## src/hdl/csr_pkg.sv

```systemverilog
// Package for the clock source and reset control block
//
// Behaviour
// - Writing one to the supervisor-disable bit turns the low-voltage supervisor off.
// - Precision tuning bit 2 acts only on the internal oscillator; trims after traffic.
// - Internal mode: bit 1 set holds resonator output high, clear drives clock out.
// - Setting bit 0 halts CPU, stops internal oscillator, starts the external one.
// - Clearing bit 0 does nothing now; its value picks the clock at suspend wake.
// - Internal mode: resonator input has weak pull-down, readable as port 2 bit 1.
// - When the external clock is stable, clock distribution restarts from it.
// - After the switch, release CPU after 128 us (bit clear) or 4 ms (bit set).
// - External mode returns to internal only on suspend wake or low-voltage reset, never on clear.
// - Power-up runs the internal oscillator and drives it onto the output pin.
// - Each reset records its cause: bit 4 low-voltage/brownout, bit 6 watchdog.
// - After any reset execution starts at 0x0000 with no stack push.
// - Reset clears every I/O register except processor status and control.
// - Reset tristates pins, disables interrupts, leaves bus operation off.
// - Low-voltage or brownout reset forces internal clock and waits supply settle.
// - Watchdog reset keeps clock mode, no settle delay, but clears bit 0.
// - Reset loads call stack and push stack pointers with zero.
// - Watchdog rollover causes reset; any write to address 0x26 clears the timer.
package csr_pkg;
  localparam int          CLK_MHZ        = 100;
  localparam logic [7:0]  ADDR_CLK_CFG   = 8'hf8;  // Chosen address of clock config
  localparam logic [7:0]  ADDR_WDOG_CLR  = 8'h26;
  localparam logic [7:0]  ADDR_STATUS    = 8'hff;
  localparam logic [7:0]  CFG_RESET      = 8'h00;
  localparam logic [7:0]  STATUS_RESET   = 8'h00;
  localparam logic [13:0] RESET_VECTOR   = 14'h0000;
  localparam logic [7:0]  STACK_RESET    = 8'h00;
  localparam int          BIT_EXT_EN     = 0;
  localparam int          BIT_CLKOUT_DIS = 1;
  localparam int          BIT_PRECISION  = 2;
  localparam int          BIT_SUPV_DIS   = 3;
  localparam int          BIT_RESUME     = 7;
  localparam int          BIT_LV_CAUSE   = 4;
  localparam int          BIT_WD_CAUSE   = 6;
  localparam int          RESUME_SHORT_US = 128;
  localparam int          RESUME_LONG_MS  = 4;
  localparam int          RESUME_SHORT_CYC = RESUME_SHORT_US * CLK_MHZ;
  localparam int          RESUME_LONG_CYC  = RESUME_LONG_MS * 1000 * CLK_MHZ;
  localparam int          START_US_DEF     = 1000;
  localparam int          WATCH_US_DEF     = 8000;
  localparam int          DIV_HALF         = 8;   // Clock output toggles every 8 cycles

  typedef enum logic [1:0] {
    CSR_CAUSE_NONE,
    CSR_CAUSE_LOWV,
    CSR_CAUSE_WDOG
  } csr_cause_t;

  typedef struct packed {
    logic       wr;
    logic [7:0] addr;
    logic [7:0] data;
  } csr_io_t;

  typedef struct packed {
    logic       lowv_rst;
    logic       wdog_rst;
    logic       suspend_wake;
    logic       ext_stable;
  } csr_evt_t;
endpackage

```

## src/hdl/csr_delay.sv

```systemverilog
// Loadable down-counter that pulses when a delay expires
`timescale 1ns/100ps
module csr_delay (
  input  wire logic        clk_sys,
  input  wire logic        rst,
  input  wire logic        load,
  input  wire logic [31:0] count,
  output logic             done
);
  import csr_pkg::*;
  logic [31:0] cnt_r;
  logic        run_r;

  // Count down, pulse done on reaching one
  always_ff @(posedge clk_sys or posedge rst) begin
    if (rst) begin
      cnt_r <= 32'h0;
      run_r <= 1'b0;
      done  <= 1'b0;
    end else begin
      done <= 1'b0;
      if (load) begin
        cnt_r <= count;
        run_r <= 1'b1;
      end else if (run_r) begin
        if (cnt_r <= 32'h1) begin
          run_r <= 1'b0;
          done  <= 1'b1;
        end else begin
          cnt_r <= cnt_r - 32'h1;
        end
      end
    end
  end
endmodule

```

## src/hdl/csr_wdog.sv

```systemverilog
// Watchdog timer that rolls over unless cleared
`timescale 1ns/100ps
module csr_wdog #(
  parameter int WATCH_CYC = 800000
) (
  input  wire logic clk_sys,
  input  wire logic rst,
  input  wire logic clear,
  output logic      roll
);
  import csr_pkg::*;
  logic [31:0] cnt_r;

  // Free count, cleared by firmware write, pulse on rollover
  always_ff @(posedge clk_sys or posedge rst) begin
    if (rst) begin
      cnt_r <= 32'h0;
      roll  <= 1'b0;
    end else begin
      roll <= 1'b0;
      if (clear) begin
        cnt_r <= 32'h0;
      end else if (cnt_r >= WATCH_CYC[31:0] - 32'h1) begin
        cnt_r <= 32'h0;
        roll  <= 1'b1;
      end else begin
        cnt_r <= cnt_r + 32'h1;
      end
    end
  end
endmodule

```

## src/hdl/csr_top.sv

```systemverilog
// Clock source selection and reset sequencing block
`timescale 1ns/100ps
module csr_top #(
  parameter int START_CYC = csr_pkg::START_US_DEF * csr_pkg::CLK_MHZ,
  parameter int WATCH_CYC = csr_pkg::WATCH_US_DEF * csr_pkg::CLK_MHZ,
  parameter int SHORT_CYC = csr_pkg::RESUME_SHORT_CYC,
  parameter int LONG_CYC  = csr_pkg::RESUME_LONG_CYC
) (
  input  wire logic             clk_sys,
  input  wire logic             rst,
  input  wire csr_pkg::csr_io_t io_bus,
  input  wire csr_pkg::csr_evt_t evt,
  input  wire logic             resonator_input_pin,
  output logic [7:0]            rd_data,
  output logic [7:0]            status_r,
  output logic                  cpu_run,
  output logic                  int_osc_en,
  output logic                  ext_osc_en,
  output logic                  clk_dist_en,
  output logic                  resonator_output_pin,
  output logic                  resonator_output_oe,
  output logic                  input_pulldown_en,
  output logic                  port2_bit1_input,
  output logic                  precision_tune_en,
  output logic                  supervisor_en,
  output logic                  pins_hiz,
  output logic                  irq_enable_clr,
  output logic                  bus_op_off,
  output logic                  core_reset,
  output logic [13:0]           pc_start,
  output logic [7:0]            call_stack_pointer,
  output logic [7:0]            push_stack_pointer
);
  import csr_pkg::*;

  typedef enum logic [2:0] {
    ST_SETTLE,
    ST_RUN_INT,
    ST_HALT,
    ST_WAIT_STABLE,
    ST_RESUME,
    ST_RUN_EXT
  } csr_state_t;

  ////////////////////////////////////////////////////////////////////////////
  // Local signals
  csr_state_t  state_r;
  logic [7:0]  cfg_r;
  logic        ext_mode_r;
  logic        wd_roll;
  logic        lowv_req;
  logic        wd_req;
  logic        dly_load;
  logic [31:0] dly_count;
  logic        dly_done;
  logic [2:0]  div_r;
  logic        int_clk_r;
  logic        sync_rst_r;

  function automatic logic cfg_write(input csr_io_t b);
    cfg_write = b.wr && (b.addr == ADDR_CLK_CFG);
  endfunction

  assign lowv_req = evt.lowv_rst;
  assign wd_req   = (wd_roll || evt.wdog_rst) && !lowv_req;

  csr_wdog #(
    .WATCH_CYC (WATCH_CYC)
  ) u_wdog (
    .clk_sys (clk_sys),
    .rst     (rst),
    .clear   ((io_bus.wr && io_bus.addr == ADDR_WDOG_CLR) || lowv_req),
    .roll    (wd_roll)
  );

  csr_delay u_delay (
    .clk_sys (clk_sys),
    .rst     (rst),
    .load    (dly_load),
    .count   (dly_count),
    .done    (dly_done)
  );

  ////////////////////////////////////////////////////////////////////////////
  // Clock configuration register
  always_ff @(posedge clk_sys or posedge rst) begin
    if (rst) begin
      cfg_r <= CFG_RESET;
    end else if (lowv_req || wd_req) begin
      cfg_r <= CFG_RESET;
    end else if (cfg_write(io_bus)) begin
      cfg_r <= io_bus.data;
    end
  end

  // Reset cause recording, cleared to the new cause bit on each low-voltage or watchdog reset
  always_ff @(posedge clk_sys or posedge rst) begin
    if (rst) begin
      status_r <= STATUS_RESET;
    end else if (lowv_req) begin
      status_r <= 8'h0;
      status_r[BIT_LV_CAUSE] <= 1'b1;
    end else if (wd_req) begin
      status_r <= 8'h0;
      status_r[BIT_WD_CAUSE] <= 1'b1;
    end else if (io_bus.wr && io_bus.addr == ADDR_STATUS) begin
      status_r <= io_bus.data;
    end
  end

  ////////////////////////////////////////////////////////////////////////////
  // Delay selection for the sequencer
  always_comb begin
    dly_load  = 1'b0;
    dly_count = 32'h0;
    if (lowv_req) begin
      dly_load  = 1'b1;
      dly_count = START_CYC[31:0];
    end else if (state_r == ST_WAIT_STABLE && evt.ext_stable) begin
      dly_load  = 1'b1;
      dly_count = cfg_r[BIT_RESUME] ? LONG_CYC[31:0] : SHORT_CYC[31:0];
    end
  end

  // Clock-switch and reset sequencer
  always_ff @(posedge clk_sys or posedge rst) begin
    if (rst) begin
      state_r    <= ST_SETTLE;
      ext_mode_r <= 1'b0;
    end else if (lowv_req) begin
      state_r    <= ST_SETTLE;
      ext_mode_r <= 1'b0;
    end else if (wd_req) begin
      state_r <= state_r;
    end else begin
      case (state_r)
        ST_SETTLE: begin
          if (dly_done || START_CYC == 0) begin
            state_r <= ST_RUN_INT;
          end
        end
        ST_RUN_INT: begin
          if (cfg_write(io_bus) && io_bus.data[BIT_EXT_EN]) begin
            state_r    <= ST_HALT;
            ext_mode_r <= 1'b1;
          end
        end
        ST_HALT: begin
          state_r <= ST_WAIT_STABLE;
        end
        ST_WAIT_STABLE: begin
          if (evt.ext_stable) begin
            state_r <= ST_RESUME;
          end
        end
        ST_RESUME: begin
          if (dly_done) begin
            state_r <= ST_RUN_EXT;
          end
        end
        ST_RUN_EXT: begin
          if (evt.suspend_wake && !cfg_r[BIT_EXT_EN]) begin
            state_r    <= ST_RUN_INT;
            ext_mode_r <= 1'b0;
          end
        end
        default: begin
          state_r <= ST_SETTLE;
        end
      endcase
    end
  end

  ////////////////////////////////////////////////////////////////////////////
  // Internal clock divider for the output pin
  always_ff @(posedge clk_sys or posedge rst) begin
    if (rst) begin
      div_r     <= 3'h0;
      int_clk_r <= 1'b0;
    end else begin
      div_r <= div_r + 3'h1;
      if (div_r == 3'(DIV_HALF - 1)) begin
        int_clk_r <= ~int_clk_r;
      end
    end
  end

  // Reset strobe to the core while any reset is handled
  always_ff @(posedge clk_sys or posedge rst) begin
    if (rst) begin
      sync_rst_r <= 1'b1;
    end else begin
      sync_rst_r <= lowv_req || wd_req;
    end
  end

  ////////////////////////////////////////////////////////////////////////////
  // Registered outputs
  always_ff @(posedge clk_sys or posedge rst) begin
    if (rst) begin
      cpu_run              <= 1'b0;
      int_osc_en           <= 1'b1;
      ext_osc_en           <= 1'b0;
      clk_dist_en          <= 1'b1;
      resonator_output_pin <= 1'b0;
      resonator_output_oe  <= 1'b1;
      input_pulldown_en    <= 1'b1;
      port2_bit1_input     <= 1'b0;
      precision_tune_en    <= 1'b0;
      supervisor_en        <= 1'b1;
      rd_data              <= 8'h0;
    end else begin
      cpu_run     <= (state_r == ST_RUN_INT || state_r == ST_RUN_EXT) && !sync_rst_r;
      int_osc_en  <= !ext_mode_r;
      ext_osc_en  <= ext_mode_r;
      clk_dist_en <= state_r != ST_HALT && state_r != ST_WAIT_STABLE;
      // Output pin: internal clock, held high, or left to the resonator
      resonator_output_oe  <= !ext_mode_r;
      resonator_output_pin <= cfg_r[BIT_CLKOUT_DIS] ? 1'b1 : int_clk_r;
      input_pulldown_en    <= !ext_mode_r;
      port2_bit1_input     <= ext_mode_r ? 1'b0 : resonator_input_pin;
      precision_tune_en    <= cfg_r[BIT_PRECISION] && !ext_mode_r;
      supervisor_en        <= !cfg_r[BIT_SUPV_DIS];
      rd_data <= (io_bus.addr == ADDR_CLK_CFG) ? cfg_r :
                 (io_bus.addr == ADDR_STATUS) ? status_r : 8'h0;
    end
  end

  // Reset side effects on pins, stacks and program counter
  always_ff @(posedge clk_sys or posedge rst) begin
    if (rst) begin
      pins_hiz           <= 1'b1;
      irq_enable_clr     <= 1'b1;
      bus_op_off         <= 1'b1;
      core_reset         <= 1'b1;
      pc_start           <= RESET_VECTOR;
      call_stack_pointer <= STACK_RESET;
      push_stack_pointer <= STACK_RESET;
    end else begin
      pins_hiz           <= sync_rst_r;
      irq_enable_clr     <= sync_rst_r;
      bus_op_off         <= sync_rst_r;
      core_reset         <= sync_rst_r || !cpu_run;
      pc_start           <= RESET_VECTOR;
      call_stack_pointer <= STACK_RESET;
      push_stack_pointer <= STACK_RESET;
    end
  end

  ////////////////////////////////////////////////////////////////////////////
  // Checks
  a_lowv_forces_int: assert property (@(posedge clk_sys) disable iff (rst)
    lowv_req |=> state_r == ST_SETTLE && !ext_mode_r)
    else $error("low-voltage reset kept external mode");
  a_wdog_keeps_mode: assert property (@(posedge clk_sys) disable iff (rst)
    wd_req |=> ext_mode_r == $past(ext_mode_r) && state_r == $past(state_r))
    else $error("watchdog reset changed clock mode");
  a_wdog_cause_bit: assert property (@(posedge clk_sys) disable iff (rst)
    wd_req |=> status_r[BIT_WD_CAUSE])
    else $error("watchdog cause bit lost");
  a_lowv_cause_bit: assert property (@(posedge clk_sys) disable iff (rst)
    lowv_req |=> status_r[BIT_LV_CAUSE])
    else $error("low-voltage cause bit lost");
  a_ext_halts_cpu: assert property (@(posedge clk_sys) disable iff (rst)
    state_r == ST_HALT |=> ##1 !cpu_run)
    else $error("cpu ran during clock switch");
  a_clear_no_effect: assert property (@(posedge clk_sys) disable iff (rst)
    state_r == ST_RUN_EXT && !evt.suspend_wake && !lowv_req |=> ext_mode_r)
    else $error("external mode left without wake");
  a_clkout_high: assert property (@(posedge clk_sys) disable iff (rst)
    cfg_r[BIT_CLKOUT_DIS] && !lowv_req && !wd_req |=> resonator_output_pin)
    else $error("clock output not held high");
  a_supv_disable: assert property (@(posedge clk_sys) disable iff (rst)
    cfg_r[BIT_SUPV_DIS] |=> !supervisor_en)
    else $error("supervisor still enabled");
  a_stable_resume: assert property (@(posedge clk_sys) disable iff (rst)
    state_r == ST_WAIT_STABLE && evt.ext_stable && !lowv_req && !wd_req
    |=> state_r == ST_RESUME) else $error("no resume after stable clock");
  a_settle_holds_cpu: assert property (@(posedge clk_sys) disable iff (rst)
    state_r == ST_SETTLE |=> !cpu_run)
    else $error("cpu ran during supply settle");
  a_halt_stops_int: assert property (@(posedge clk_sys) disable iff (rst)
    state_r == ST_HALT |=> !clk_dist_en && !int_osc_en)
    else $error("internal clock still running in halt");
  a_wait_ext_on: assert property (@(posedge clk_sys) disable iff (rst)
    state_r == ST_WAIT_STABLE |=> ext_osc_en && !cpu_run)
    else $error("external oscillator off while waiting");
  a_resume_release: assert property (@(posedge clk_sys) disable iff (rst)
    state_r == ST_RESUME && dly_done && !lowv_req && !wd_req |=> state_r == ST_RUN_EXT)
    else $error("cpu not released after resume delay");
  a_pin_copy: assert property (@(posedge clk_sys) disable iff (rst)
    !ext_mode_r |=> port2_bit1_input == $past(resonator_input_pin) && input_pulldown_en)
    else $error("resonator input not readable");
  a_prec_int_only: assert property (@(posedge clk_sys) disable iff (rst)
    ext_mode_r |=> !precision_tune_en)
    else $error("precision tuning active in external mode");
  a_out_released: assert property (@(posedge clk_sys) disable iff (rst)
    ext_mode_r |=> !resonator_output_oe)
    else $error("output pin driven in external mode");
  a_reset_tristate: assert property (@(posedge clk_sys) disable iff (rst)
    sync_rst_r |=> pins_hiz && irq_enable_clr && bus_op_off && core_reset)
    else $error("reset side effects missing");
  a_vector_zero: assert property (@(posedge clk_sys) disable iff (rst)
    core_reset |-> pc_start == RESET_VECTOR && call_stack_pointer == STACK_RESET &&
    push_stack_pointer == STACK_RESET) else $error("start address or stacks not zero");
  a_wdog_clears_en: assert property (@(posedge clk_sys) disable iff (rst)
    wd_req |=> !cfg_r[BIT_EXT_EN])
    else $error("watchdog left external enable set");
  a_wake_to_int: assert property (@(posedge clk_sys) disable iff (rst)
    state_r == ST_RUN_EXT && evt.suspend_wake && !cfg_r[BIT_EXT_EN] && !lowv_req &&
    !wd_req |=> !ext_mode_r && state_r == ST_RUN_INT) else $error("wake kept external");
  a_dist_from_ext: assert property (@(posedge clk_sys) disable iff (rst)
    state_r == ST_RUN_EXT |=> clk_dist_en)
    else $error("clock distribution off in external mode");
endmodule

```

## config.mk

```make
export PLATFORM = sky130hd
export DESIGN_NAME = csr_top
export DESIGN_NICKNAME = d
export VERILOG_FILES = /design/src/hdl/csr_pkg.sv /design/src/hdl/csr_delay.sv /design/src/hdl/csr_wdog.sv /design/src/hdl/csr_top.sv
export SDC_FILE = /design/constraint.sdc
export NUM_CORES = 1
export LEC_CHECK = 0
export ABC_AREA = 1
export BUFFER_PORTS_ARGS = -buffer_cell sky130_fd_sc_hd__clkbuf_2
export CORE_ASPECT_RATIO = 1.25
export CORE_MARGIN = 2
export CORE_UTILIZATION = 35
export DETAILED_ROUTE_END_ITERATION = 10
export GPL_TIMING_DRIVEN = 0
export HOLD_SLACK_MARGIN = 0.05
export MAX_ROUTING_LAYER = met4
export SETUP_SLACK_MARGIN = 0.1
export SLEW_MARGIN = 20
export SYNTH_ARGS = -nofsm -noshare
export SYNTH_HDL_FRONTEND = slang
export SYNTH_SLANG_ARGS = --single-unit
```

## constraint.sdc

```tcl
create_clock -name clk_sys -period 4.69 [get_ports clk_sys]
set_input_delay 0.7035 -clock clk_sys [delete_from_list [all_inputs] [get_ports clk_sys]]
set_output_delay 0.7035 -clock clk_sys [all_outputs]
set_load 0.1 [all_outputs]
```

==> results.ini <==
[outcome]
status = completed

[power_and_ir_drop]
intPower_mw = 1.54
switching_share_pct = 38.6
power_frac_clock_pct = 30.0
total_power_mw = 2.51
p_leak_nw = 3.54
powerDensity_nw_per_um2 = 361
seqPwrFrac_pct = 42.8
combPwrFrac_pct = 27.2
ir_drop_v = 0.000278
netSwitchingPower_mw = 0.970

[logic_synthesis]
ys.flop_type = dfrtp_1
synth_top_family_by_area = simple AND/OR/NAND/NOR gates
yosysWarnings = 0
synth-adder-area-share_pct = 1.05
yosysSeqAreaShare_pct = 46.4
ys_ff_latch = 110
synth_top_cell_area_share_pct = 43.7
synth_common_cells = nand2_1 (168), nor2_1 (129), dfrtp_1 (104), nand3_1 (75), inv_1 (74)
synth_compound_area_share_pct = 6.08
synth-simple-area-share_pct = 32.4
syn_avg_cell_area_sq_um = 7.86
synth.top_cells.by_area = dfrtp_1 (44%), nand2_1 (11%), nor2_1 (8.1%)
synth_cell_type_count = 47
muxShareOfSynthArea_pct = 0
netlist_area_sq_um = 5950
synth_xor_area_share_pct = 3.24
async_flop_share_pct = 100
netlist_instances = 757
synth_edf_count = 0
yosys.area.top_type = dfrtp_1
synth_most_common_cell = nand2_1

[place]
routabilityCongestion = 0.925
io_buffers = 52
place.detailed.hpwl_um = 10300

[timing]
setup_viol = 0
finalCritPeriodShare_pct = 45.5
hold_viol_final = 0
final.setup.tns_ns = 0
rsz0062_at_grt = no
fin_skew_ns = 0.00858
fmax_mhz = 469
slew_violations = 0
worst_pin_slew_ns = 0.672
fin_crit_ns = 2.13
relSlewSlack_pct = 55.2

[grt]
grt_pass1_wl_um = 23700
grt_pass1_vias = 4879
grt_max_degree = 74
antenna_found_initial = 0
overflow = 0
grt.total_usage_pct = 16.9

[clocking]
clock-root-buffer = clkbuf_16
cts_resized = 0
htreeDepth = 3
clkLatencyLatePin_ns = 0.36
cts_setup_buffers = 0
cts_buffers = 9
cts_hold_buf = 0
cts_sinks = 110
clk_pin_slew_worst_paths_ns = 0.08
ctsLongestPathBuffers = 2
cts_tree = built

[worst_setup_path]
reg2reg_slack_ns = 2.63
cp-end-kind = output pin
startpoint_type = register
crit_chain = buf_4 -> clkbuf_2
worstPathArrival_ns = 1.43
cp.required_ns = 3.99
r2r_start = u_delay.cnt_r[0]$_DFFE_PP0P_
path_class = register to output pin
critPathLaunch = input_pulldown_en$_DFF_PP1_
slowest_stage = dfstp_2
critPathMaxFanout = 3
crit_path_max_incr_delay_ns = 0.54

[drt]
wl_um = 14000
vias_per_cell = 4.61
antenna_left = 0
wl_per_cell_um = 12.8
vias = 5013
drt_iter0_markers = 205
drcViolationCount = 0
dr.pass1.iters = 5

[final_layout]
drive_above_1_share_pct = 17.2
area_delta_synth_final_pct = 17.1
final_util_pct = 41.7
fill_cells = 1741
antennaDiodeCount = 0
nets = 891

[floorplan]
io_pins = 84
core_region_area_sq_um = 16700
die_w_um = 121
initial_core_util_pct = 35.6
die_area_sq_um = 18100
std_cell_rows = 53
fp.dieH_um = 150

[run]
maxCapViolCount = 0

[min_path]
hold_path.class = primary input to async pin

==> path summary, 6_finish.rpt <==
kind	endpoint	cells after the start
worst max-delay path	int_osc_en	2
worst min-delay path	ext_osc_en$_DFF_PP0_	2
worst max register to register	u_delay.cnt_r[27]$_DFFE_PP0P_	11
worst min register to register	bus_op_off$_DFF_PP1_	0
max in group asynchronous	supervisor_en$_DFF_PP1_	3
min in group clk_sys	bus_op_off$_DFF_PP1_	0
==> cell families (layout without fill, tap and decap cells) <==
kind of cell    after synthesis  after routing
fa+ha+maj                     5              5
xor+xnor                     22             22
simple gates                432            432
flops                       110            110
compound gates               59             59
buf+inv                     128            197
other cells                   1             42
==> sequential cells by signal, indices dropped and copies added, names as in the netlist, 3 cells and up <==
register and count:
cfg_r 8, div_r 3, rd_data 8, state_r 3, status_r 8, u_delay.cnt_r 32
u_wdog.cnt_r 32
==> cell type report <==
type | instances | area [sq um] | share of cell area [%]
Buffer | 51 | 350 | 5.03
Clock buffer | 9 | 225 | 3.23
Clock inverter | 7 | 67.6 | 0.970
Inverter | 77 | 294 | 4.22
Multi-Input combinational cell | 560 | 2700 | 38.8
Sequential cell | 110 | 2760 | 39.6
Tap cell | 220 | 275 | 3.95
Timing Repair Buffer | 53 | 288 | 4.13
==> power by group through the flow <==
stage	clock network [mW]	logic, mW	registers (mW)
after detailed placement	0	0.682	1.09
after global routing	0.817	0.745	1.08
after global placement	0	0.676	1.09
after CTS	0.778	0.684	1.07
after floorplan	0	0.463	1.19
final	0.754	0.683	1.07
==> stage by stage <==
stage / instance area (sq um) / std cells / setup WS [ns] / hold slack, ns
floorplan: 6100 / 798 / 1.09 / 0.361
global placement: 6640 / 1070 / -0.439 / 0.387
detailed placement: 6670 / 1071 / 2.35 / 0.388
CTS: 6960 / 1087 / 2.54 / 0.360
global route: 6960 / 1087 / 2.46 / 0.380
finish: 6960 / 1087 / 2.56 / 0.347
==> critical path: cells and delay by family (launching register included) <==
family | cells | cell delay (ns)
flops | 1 | 0.54
buf+inv | 2 | 0.54
==> layout by cell type (no fill, tap or decap), types with 6 or more instances in the layout <==
master and count:
buf_4 34, clkbuf_2 52, xnor2_1 7, xor2_1 15
conb_1 42, nor3_1 16, nand4_1 14, inv_1 73
dfstp_2 6, o21ai_2 6, nand2_1 168, o21ai_0 24
nor2_1 129, nand2_2 6, nand3_1 75, dfrtp_1 104
clkbuf_16 9, o21ai_1 10, buf_2 7
==> metal layers <==
| metal | up-vias | share of wire [%] | global-route usage, % |
|---|---|---|---|
| li1 | 2560 | - | - |
| met1 | 2285 | 43 | 20.7 |
| met2 | 141 | 50 | 28.6 |
| met5 | - | 0 | - |
| met4 | 0 | 2.2 | 5.93 |
| met3 | 27 | 4.6 | 2.52 |
(Power assumes the default switching activity.)
